File: src/include/wide_reg_pkg.sv
// Constants and types for the timer wide-register byte access block
//
// Function
// - Wide registers reached only as two bytes
// - One 8-bit high staging byte per timer
// - Staging byte shared by all registers of its timer
// - Low-byte access performs the full transfer
// - Low write loads staged high plus low
// - Low read copies high byte to staging
// - Software writes high byte before low
// - Software reads low byte before high
// - Main code blocks interrupts around access
// - One staged high byte may serve several
// - Timer2 capture/compare, timer3 capture/compare a/b
// - Timer module controlled through CPU I/O space
package wide_reg_pkg;

  localparam int ADDR_W = 4;
  localparam int DATA_W = 8;
  localparam int WIDE_W = 16;

  // Byte addresses in the local I/O window
  localparam logic [3:0] T2_CAPT_L = 4'h0;
  localparam logic [3:0] T2_CAPT_H = 4'h1;
  localparam logic [3:0] T2_COMP_L = 4'h2;
  localparam logic [3:0] T2_COMP_H = 4'h3;
  localparam logic [3:0] T3_CAPT_L = 4'h4;
  localparam logic [3:0] T3_CAPT_H = 4'h5;
  localparam logic [3:0] T3_CMPA_L = 4'h6;
  localparam logic [3:0] T3_CMPA_H = 4'h7;
  localparam logic [3:0] T3_CMPB_L = 4'h8;
  localparam logic [3:0] T3_CMPB_H = 4'h9;

  localparam logic [7:0] STAGE_RESET = 8'h00;
  localparam logic [15:0] WIDE_RESET = 16'h0000;

  typedef enum logic [1:0] {
    host_idle,
    host_first,
    host_second,
    host_last
  } host_state_e;

endpackage

File: src/include/wide_reg_if.sv
// Byte bus between the CPU side and the wide timer registers
`timescale 1ns/10ps
interface wide_reg_if;
  import wide_reg_pkg::*;
  logic [ADDR_W-1:0] addr;
  logic [DATA_W-1:0] wdata;
  logic wr;
  logic rd;
  logic [DATA_W-1:0] rdata;

  modport device (
    input addr,
    input wdata,
    input wr,
    input rd,
    output rdata
  );

  modport host (
    output addr,
    output wdata,
    output wr,
    output rd,
    input rdata
  );
endinterface

File: src/wide_reg_bank.sv
// Device end: wide timer registers with shared high-byte staging
`timescale 1ns/10ps
module wide_reg_bank (
  input wire logic clk,
  input wire logic rst,
  wide_reg_if.device bus,
  input wire logic t2_capture_load,
  input wire logic [wide_reg_pkg::WIDE_W-1:0] t2_capture_in,
  input wire logic t3_capture_load,
  input wire logic [wide_reg_pkg::WIDE_W-1:0] t3_capture_in,
  output logic [wide_reg_pkg::WIDE_W-1:0] timer2_capture_value,
  output logic [wide_reg_pkg::WIDE_W-1:0] timer2_compare_value,
  output logic [wide_reg_pkg::WIDE_W-1:0] timer3_capture_value,
  output logic [wide_reg_pkg::WIDE_W-1:0] timer3_compare_a_value,
  output logic [wide_reg_pkg::WIDE_W-1:0] timer3_compare_b_value
);
  import wide_reg_pkg::*;

  // ==========================================================
  // Staging bytes and wide registers
  // ==========================================================
  logic [DATA_W-1:0] t2_stage;
  logic [DATA_W-1:0] t3_stage;
  logic [DATA_W-1:0] next_t2_stage;
  logic [DATA_W-1:0] next_t3_stage;
  logic [WIDE_W-1:0] next_t2_capt;
  logic [WIDE_W-1:0] next_t2_comp;
  logic [WIDE_W-1:0] next_t3_capt;
  logic [WIDE_W-1:0] next_t3_cmpa;
  logic [WIDE_W-1:0] next_t3_cmpb;
  logic [DATA_W-1:0] rdata;
  logic [DATA_W-1:0] next_rdata;

  assign bus.rdata = rdata;

  always_comb begin
    next_t2_stage = t2_stage;
    next_t3_stage = t3_stage;
    next_t2_capt = t2_capture_load ? t2_capture_in : timer2_capture_value;
    next_t2_comp = timer2_compare_value;
    next_t3_capt = t3_capture_load ? t3_capture_in : timer3_capture_value;
    next_t3_cmpa = timer3_compare_a_value;
    next_t3_cmpb = timer3_compare_b_value;
    next_rdata = rdata;
    if (bus.wr) begin
      case (bus.addr)
        T2_CAPT_H, T2_COMP_H: begin
          next_t2_stage = bus.wdata;
        end
        T3_CAPT_H, T3_CMPA_H, T3_CMPB_H: begin
          next_t3_stage = bus.wdata;
        end
        T2_CAPT_L: begin
          next_t2_capt = {t2_stage, bus.wdata};
        end
        T2_COMP_L: begin
          next_t2_comp = {t2_stage, bus.wdata};
        end
        T3_CAPT_L: begin
          next_t3_capt = {t3_stage, bus.wdata};
        end
        T3_CMPA_L: begin
          next_t3_cmpa = {t3_stage, bus.wdata};
        end
        T3_CMPB_L: begin
          next_t3_cmpb = {t3_stage, bus.wdata};
        end
        default: begin
        end
      endcase
    end else if (bus.rd) begin
      case (bus.addr)
        T2_CAPT_L: begin
          next_rdata = timer2_capture_value[7:0];
          next_t2_stage = timer2_capture_value[15:8];
        end
        T2_COMP_L: begin
          next_rdata = timer2_compare_value[7:0];
          next_t2_stage = timer2_compare_value[15:8];
        end
        T3_CAPT_L: begin
          next_rdata = timer3_capture_value[7:0];
          next_t3_stage = timer3_capture_value[15:8];
        end
        T3_CMPA_L: begin
          next_rdata = timer3_compare_a_value[7:0];
          next_t3_stage = timer3_compare_a_value[15:8];
        end
        T3_CMPB_L: begin
          next_rdata = timer3_compare_b_value[7:0];
          next_t3_stage = timer3_compare_b_value[15:8];
        end
        T2_CAPT_H, T2_COMP_H: begin
          next_rdata = t2_stage;
        end
        T3_CAPT_H, T3_CMPA_H, T3_CMPB_H: begin
          next_rdata = t3_stage;
        end
        default: begin
          next_rdata = 8'h00;
        end
      endcase
    end
  end

  always_ff @(posedge clk or posedge rst) begin
    if (rst) begin
      t2_stage <= STAGE_RESET;
      t3_stage <= STAGE_RESET;
      timer2_capture_value <= WIDE_RESET;
      timer2_compare_value <= WIDE_RESET;
      timer3_capture_value <= WIDE_RESET;
      timer3_compare_a_value <= WIDE_RESET;
      timer3_compare_b_value <= WIDE_RESET;
      rdata <= STAGE_RESET;
    end else begin
      t2_stage <= next_t2_stage;
      t3_stage <= next_t3_stage;
      timer2_capture_value <= next_t2_capt;
      timer2_compare_value <= next_t2_comp;
      timer3_capture_value <= next_t3_capt;
      timer3_compare_a_value <= next_t3_cmpa;
      timer3_compare_b_value <= next_t3_cmpb;
      rdata <= next_rdata;
    end
  end
endmodule

File: src/flat_wrapper.sv
// flat-port wrapper written by rule: the top's interface ports become plain ports
module wide_reg_bank_flat import wide_reg_pkg::*;
  (clk, rst, t2_capture_load, t2_capture_in, t3_capture_load, t3_capture_in, timer2_capture_value, timer2_compare_value, timer3_capture_value, timer3_compare_a_value, timer3_compare_b_value, bus_addr, bus_wdata, bus_wr, bus_rd, bus_rdata);
  wide_reg_if bus_i ();
  input wire logic clk;
  input wire logic rst;
  input wire logic t2_capture_load;
  input wire logic [wide_reg_pkg::WIDE_W-1:0] t2_capture_in;
  input wire logic t3_capture_load;
  input wire logic [wide_reg_pkg::WIDE_W-1:0] t3_capture_in;
  output logic [wide_reg_pkg::WIDE_W-1:0] timer2_capture_value;
  output logic [wide_reg_pkg::WIDE_W-1:0] timer2_compare_value;
  output logic [wide_reg_pkg::WIDE_W-1:0] timer3_capture_value;
  output logic [wide_reg_pkg::WIDE_W-1:0] timer3_compare_a_value;
  output logic [wide_reg_pkg::WIDE_W-1:0] timer3_compare_b_value;
  input wire logic [$bits(bus_i.addr)-1:0] bus_addr;
  input wire logic [$bits(bus_i.wdata)-1:0] bus_wdata;
  input wire logic [$bits(bus_i.wr)-1:0] bus_wr;
  input wire logic [$bits(bus_i.rd)-1:0] bus_rd;
  output wire logic [$bits(bus_i.rdata)-1:0] bus_rdata;
  assign bus_i.addr = bus_addr;
  assign bus_i.wdata = bus_wdata;
  assign bus_i.wr = bus_wr;
  assign bus_i.rd = bus_rd;
  assign bus_rdata = bus_i.rdata;
  wide_reg_bank u_core (.clk(clk), .rst(rst), .bus(bus_i), .t2_capture_load(t2_capture_load), .t2_capture_in(t2_capture_in), .t3_capture_load(t3_capture_load), .t3_capture_in(t3_capture_in), .timer2_capture_value(timer2_capture_value), .timer2_compare_value(timer2_compare_value), .timer3_capture_value(timer3_capture_value), .timer3_compare_a_value(timer3_compare_a_value), .timer3_compare_b_value(timer3_compare_b_value));
endmodule
File: config.mk
export PLATFORM = sky130hd
export DESIGN_NAME = wide_reg_bank_flat
export DESIGN_NICKNAME = d
export VERILOG_FILES = /design/src/include/wide_reg_pkg.sv /design/src/include/wide_reg_if.sv /design/src/wide_reg_bank.sv /design/src/flat_wrapper.sv
export SDC_FILE = /design/constraint.sdc
export NUM_CORES = 1
export LEC_CHECK = 0
export BUFFER_PORTS_ARGS = -buffer_cell sky130_fd_sc_hd__buf_4
export CAP_MARGIN = 20
export CORE_MARGIN = 2
export CORE_UTILIZATION = 50
export DETAILED_ROUTE_END_ITERATION = 10
export PLACE_DENSITY = 0.74
export SYNTH_ARGS = -nofsm -noshare
export SYNTH_HDL_FRONTEND = slang
export SYNTH_SLANG_ARGS = --single-unit
File: constraint.sdc
create_clock -name clk -period 3.3 [get_ports clk]
set_input_delay 0.33 -clock clk [delete_from_list [all_inputs] [get_ports clk]]
set_output_delay 0.33 -clock clk [all_outputs]
set_load 0.02 [all_outputs]
## Word level (Yosys, flattened, before mapping)

Cells that the tools add are included.
W data, S select, Z words.

- Register bits after elaboration: 104
- Latch bits: 0
- Memory bits (writable): 0
- Bits in read-only memories: 0
- Bits of input ports: 50
- Output and inout port bits: 88
- Word-level logic and storage cells: 47
- Memories: 0

- Add/subtract/negate cells: 0
- $mul: 0
- Divide/modulo/power cells: 0
- Magnitude comparators: 0
- Eq/ne operators: 11
- Shift operators: 0
- Mux-type cells: 15
- Bitwise logic cells: 1
- Reduce and logical (&&, ||, !) cells: 12

Operator list:

| operator | number |
|---|---|
| $mux W16 | 6 |
| $pmux W8 S7 | 1 |
| $mux W8 | 6 |
| $pmux W8 S3 | 1 |
| $eq A4 B3 Y1 const B | 4 |
| $pmux W8 S2 | 1 |
| $eq A4 B2 Y1 const B | 2 |
| $eq A4 B4 Y1 const B | 2 |
| $reduce_and A2 Y1 | 4 |
| $reduce_and A3 Y1 | 2 |
| $eq A4 B1 Y1 const B | 1 |
| $logic_not A4 Y1 | 1 |
| $ne A2 B1 Y1 const B | 2 |
| $reduce_bool A4 Y1 | 1 |
| $reduce_bool A3 Y1 | 1 |
| $reduce_or A3 Y1 | 1 |
| $reduce_bool A2 Y1 | 1 |
| $reduce_or A2 Y1 | 1 |
| $not A1 Y1 | 1 |

## Longest topological paths before layout

- Word-level depth: 4
- Gate-level depth with buffers: 6
- Gate-level depth less buffers: 4

## Least setup slack after synthesis

Ideal clock, no wire load.

- Path kind: input -> register
- Start point: in bus_addr[0]
- End point: reg u_core.timer2_compare_value[0] in the netlist's numbering
- Setup time: 0.125 ns
- Arrival: 1.380 ns
- Data required time: 3.175 ns
- Path slack: 1.795 ns
- Stages on the path: 4
- Buffers on the path: 1
- Cell sequence: nor4b_4 nand2_4 buf_6 mux2_4

- Cells in the longest elaborated chain, start to end: 2

RTL lines:

| what | RTL line | RTL |
|---|---|---|
| start, declared | flat_wrapper.sv:16 | `input wire logic [$bits(bus_i.addr)-1:0] bus_addr;` |
| $eq A4 B2 Y1 | wide_reg_bank.sv:46 | `case (bus.addr)` |
| $reduce_and A2 Y1 (no source line) | - |  |
| end signal, assigned | wide_reg_bank.sv:120 | `timer2_compare_value <= next_t2_comp;` |
| end, declared | wide_reg_bank.sv:12 | `output logic [wide_reg_pkg::WIDE_W-1:0] timer2_compare_value,` |

No other way between the ends.
A chain may end at the register's enable or synchronous reset.

## Final worst setup path

- Start point: in bus_addr[1]
- End point: reg u_core.t2_stage[2]

- Cells in the longest elaborated chain, start to end: 4
- Elaborated cells on any way between the ends: 11
- Those cells by class: eq/ne (4); mux (3); reduce/logical (4)

RTL lines:

| what | RTL line | RTL |
|---|---|---|
| $eq A4 B2 Y1 (tied with other cells) | wide_reg_bank.sv:72 | `case (bus.addr)` |
| $pmux W8 S2 or $reduce_or A2 Y1 (tied branches) | wide_reg_bank.sv:72, wide_reg_bank.sv:46 |  |
| $mux W8 or $ne A2 B1 Y1 (tied branches) | - |  |
| $mux W8 or $reduce_and A3 Y1 (tied branches) | - |  |
| end signal, assigned | wide_reg_bank.sv:117 | `t2_stage <= next_t2_stage;` |
| end, declared | wide_reg_bank.sv:22 | `logic [DATA_W-1:0] t2_stage;` |

Parallel ways exist; a longest one is shown, timed or not. The select of a mux whose other input is x is not followed.

==> flow_metrics.env <==
export IMPL_clock_sinks=104
export IMPL_area_growth_synth_to_final_pct=25.9
export IMPL_reg2reg_depth=4
export IMPL_fin_skew_ps=7.21
export IMPL_yosys_warnings=0
export IMPL_drv_slew=0
export IMPL_grt_max_degree=91
export IMPL_num_rows=36
export IMPL_initial_core_util_pct=51.8
export IMPL_period_needed_ps=1600
export IMPL_setup_tns_ps=0
export IMPL_first_global_vias=4116
export IMPL_cts_root_buffer="clkbuf_8"
export IMPL_cp_arrival_ps=1820
export IMPL_crit_fanout=23
export IMPL_critical_path_required_ps=3520
export IMPL_worst_slew_pin_slew_ps=1010
export IMPL_insertion_delay_ps=370
export IMPL_fin_cells=711
export IMPL_diodes=0
export IMPL_slowest_stage="nor4b_4"
export IMPL_fmax_mhz=623
export IMPL_finalHoldViolations=0
export IMPL_dieArea_sq_mm=0.0110
export IMPL_core_area_sq_mm=0.00982
export IMPL_layout_setup_ws_ps=1700
export IMPL_hold_path_class="input pin to async pin"
export IMPL_antenna_left=0
export IMPL_status="completed"
export IMPL_fin_util_pct=65.2
export IMPL_grt_setup_unrepaired="no"
export IMPL_drt_total_wl_microns=13800
export IMPL_hpwl_microns=10100
export IMPL_seq_area_frac_synth_pct=51.1
export IMPL_final_layout_size_suffix_gt1_share_pct=38.1
export IMPL_post_cts_setup_buffers=0
export IMPL_grt_overflow_total=0
export IMPL_crit_chain="buf_4 > nor4b_4 > buf_4 > nor2b_1 > a211oi_1 > o31ai_1"
export IMPL_hold_buffers=0
export IMPL_grt_usage_pct=25.7
export IMPL_firstDrtPassIters=5
export IMPL_p_per_area_mw_per_mm2=605
export IMPL_dp_cells=694
export IMPL_slew_limit_headroom_pct=32.2
export IMPL_synth_area_sq_mm=0.00509
export IMPL_grt_pass1_wl_microns=22300
export IMPL_dpl_instance_area_sq_mm=0.00618
export IMPL_cp_startpoint="bus_addr[1]"
export IMPL_fin_hold_ws_ps=1.67
export IMPL_synth_edf_count=0
export IMPL_avgViaCountPerCell=5.72
export IMPL_synth_seq_cells=104
export IMPL_drtIter0Drc=268
export IMPL_synth_avg_cell_area_sq_um=11.4
export IMPL_cap_violations=0
export IMPL_regToRegSetupSlack_ps=1970
export IMPL_r2r_end="u_core.bus.rdata[5]"
export IMPL_wl_per_cell_microns=19.4
export IMPL_cp_start_kind="input pin"
export IMPL_crit_path_max_incr_delay_ps=560
export IMPL_total_power_mw=3.87
export IMPL_min_period_over_period_pct=48.6
export IMPL_timing_rr_start="u_core.timer2_compare_value[5]"
export IMPL_crit_path_end_kind="flop"
export IMPL_cp_common_cell="buf_4"
export IMPL_antenna_found_initial=0
export IMPL_crit_type="input pin to flop"
export IMPL_dpl_worst_slack_ps=1270
export IMPL_fin_nets=623
export IMPL_synth_flop_cell="dfrtp_1"
export IMPL_p_leak_nw=3.11
export IMPL_syn_num_nets=497
export IMPL_async_reset_ff_share_pct=100
export IMPL_io_pins=138
export IMPL_cts_buffers=9
export IMPL_ir_worst_vdd_mv=0.277
export IMPL_synth_cell_types=44
export IMPL_dieHeight_microns=105
export IMPL_cts_resized_gates=0
export IMPL_fin_area_sq_mm=0.00641
export IMPL_gp_congestion=0.882
export IMPL_die_w_microns=105
export IMPL_clkTransAtPathRegs_ps=100
export IMPL_clock_path_buffers=2
export IMPL_netlist_instances=447
export IMPL_port_buffers=137
export IMPL_finalSetupViolations=0
export IMPL_drc=0
export IMPL_cts_tree="done"
export IMPL_vias=4069
export IMPL_htree_levels=3
[flip-flops by register name (all words and copies together), names as in the netlist]
register / count
u_core.bus.rdata: 8
u_core.t2_stage: 8
u_core.t3_stage: 8
u_core.timer2_capture_value: 16
u_core.timer2_compare_value: 16
u_core.timer3_capture_value: 16
u_core.timer3_compare_a_value: 16
u_core.timer3_compare_b_value: 16
[layer usage]
metal  vias to the layer above  global-route usage, %  wire [microns]
li1                       1889                      -               -
met4                         0                   8.86             271
met1                      2009                   36.9            6080
met3                        25                   3.06             720
met2                       146                   40.5            6750
met5                         -                      0               0
[worst max-delay path by stage]
| stage | endpoint | cells past startpoint |
|---|---|---|
| floorplan | u_core.bus.rdata[0] | 1 |
| global placement | u_core.t2_stage[0] | 6 |
| detailed placement | u_core.t2_stage[2] | 6 |
| CTS | u_core.t2_stage[2] | 6 |
| global route | u_core.t2_stage[4] | 5 |
| finish | u_core.t2_stage[2] | 6 |
[synth_stat cells, drive strengths merged (4+ instances only)]
library cell	instances	share of area [%]
mux2	48	11
o211ai	4	0.59
a211oi	8	1.2
mux2i	46	9.0
o22ai	5	0.61
nor2b	19	2.3
a221o	8	1.6
nand2	30	2.5
clkbuf	11	0.81
a21oi	44	4.3
buf	19	2.4
o21ai	6	0.59
nand3	6	0.59
a221oi	4	0.69
o31ai	16	2.4
dfrtp	104	51
nor2	41	3.1
[cells by family (layout without fill, tap and decap cells)]
logic type             count (synthesis)  in the layout  synth area share [%]
AOI/OAI and AO/OA                    106            106                  13.8
buffers and inverters                 32            163                  3.34
DFF                                  104            104                  51.1
muxes                                 94             94                  20.4
and+or+nand+nor                      111            111                  11.3
[where the power goes]
group	internal [mW]	total (mW)	switching (mW)
clock network	0.359	0.820	0.461
registers	1.55	1.83	0.284
logic	0.592	1.22	0.630
[area by class of cell]
class | count | area, sq um
clock buffer | 9 | 124
clock inverter | 7 | 77.6
fill | 802 | 3410
inverter | 2 | 10.0
multi-input combinational | 311 | 2320
sequential | 104 | 2600
tap | 133 | 166
timing repair buffer | 145 | 1110
[cell usage in the layout (no fill, tap or decap), types with 3 or more instances in the layout]
| cell | instances |
|---|---|
| o31ai_1 | 16 |
| nand2_1 | 27 |
| mux2i_1 | 46 |
| inv_6 | 3 |
| nor2b_1 | 19 |
| a21oi_1 | 44 |
| a211oi_1 | 8 |
| o21ai_0 | 5 |
| o22ai_1 | 5 |
| o211ai_1 | 4 |
| buf_4 | 144 |
| dfrtp_1 | 104 |
| nand3_1 | 6 |
| mux2_2 | 38 |
| nor2_1 | 39 |
| a221oi_1 | 4 |
| a221o_1 | 8 |
| mux2_4 | 10 |
| clkbuf_8 | 9 |
[worst max-delay path: cells and delay by family]
family / cells / cell delay (ps)
simple gates: 2 / 610
buf+inv: 2 / 540
compound gates: 2 / 330
(Power assumes the default switching activity.)
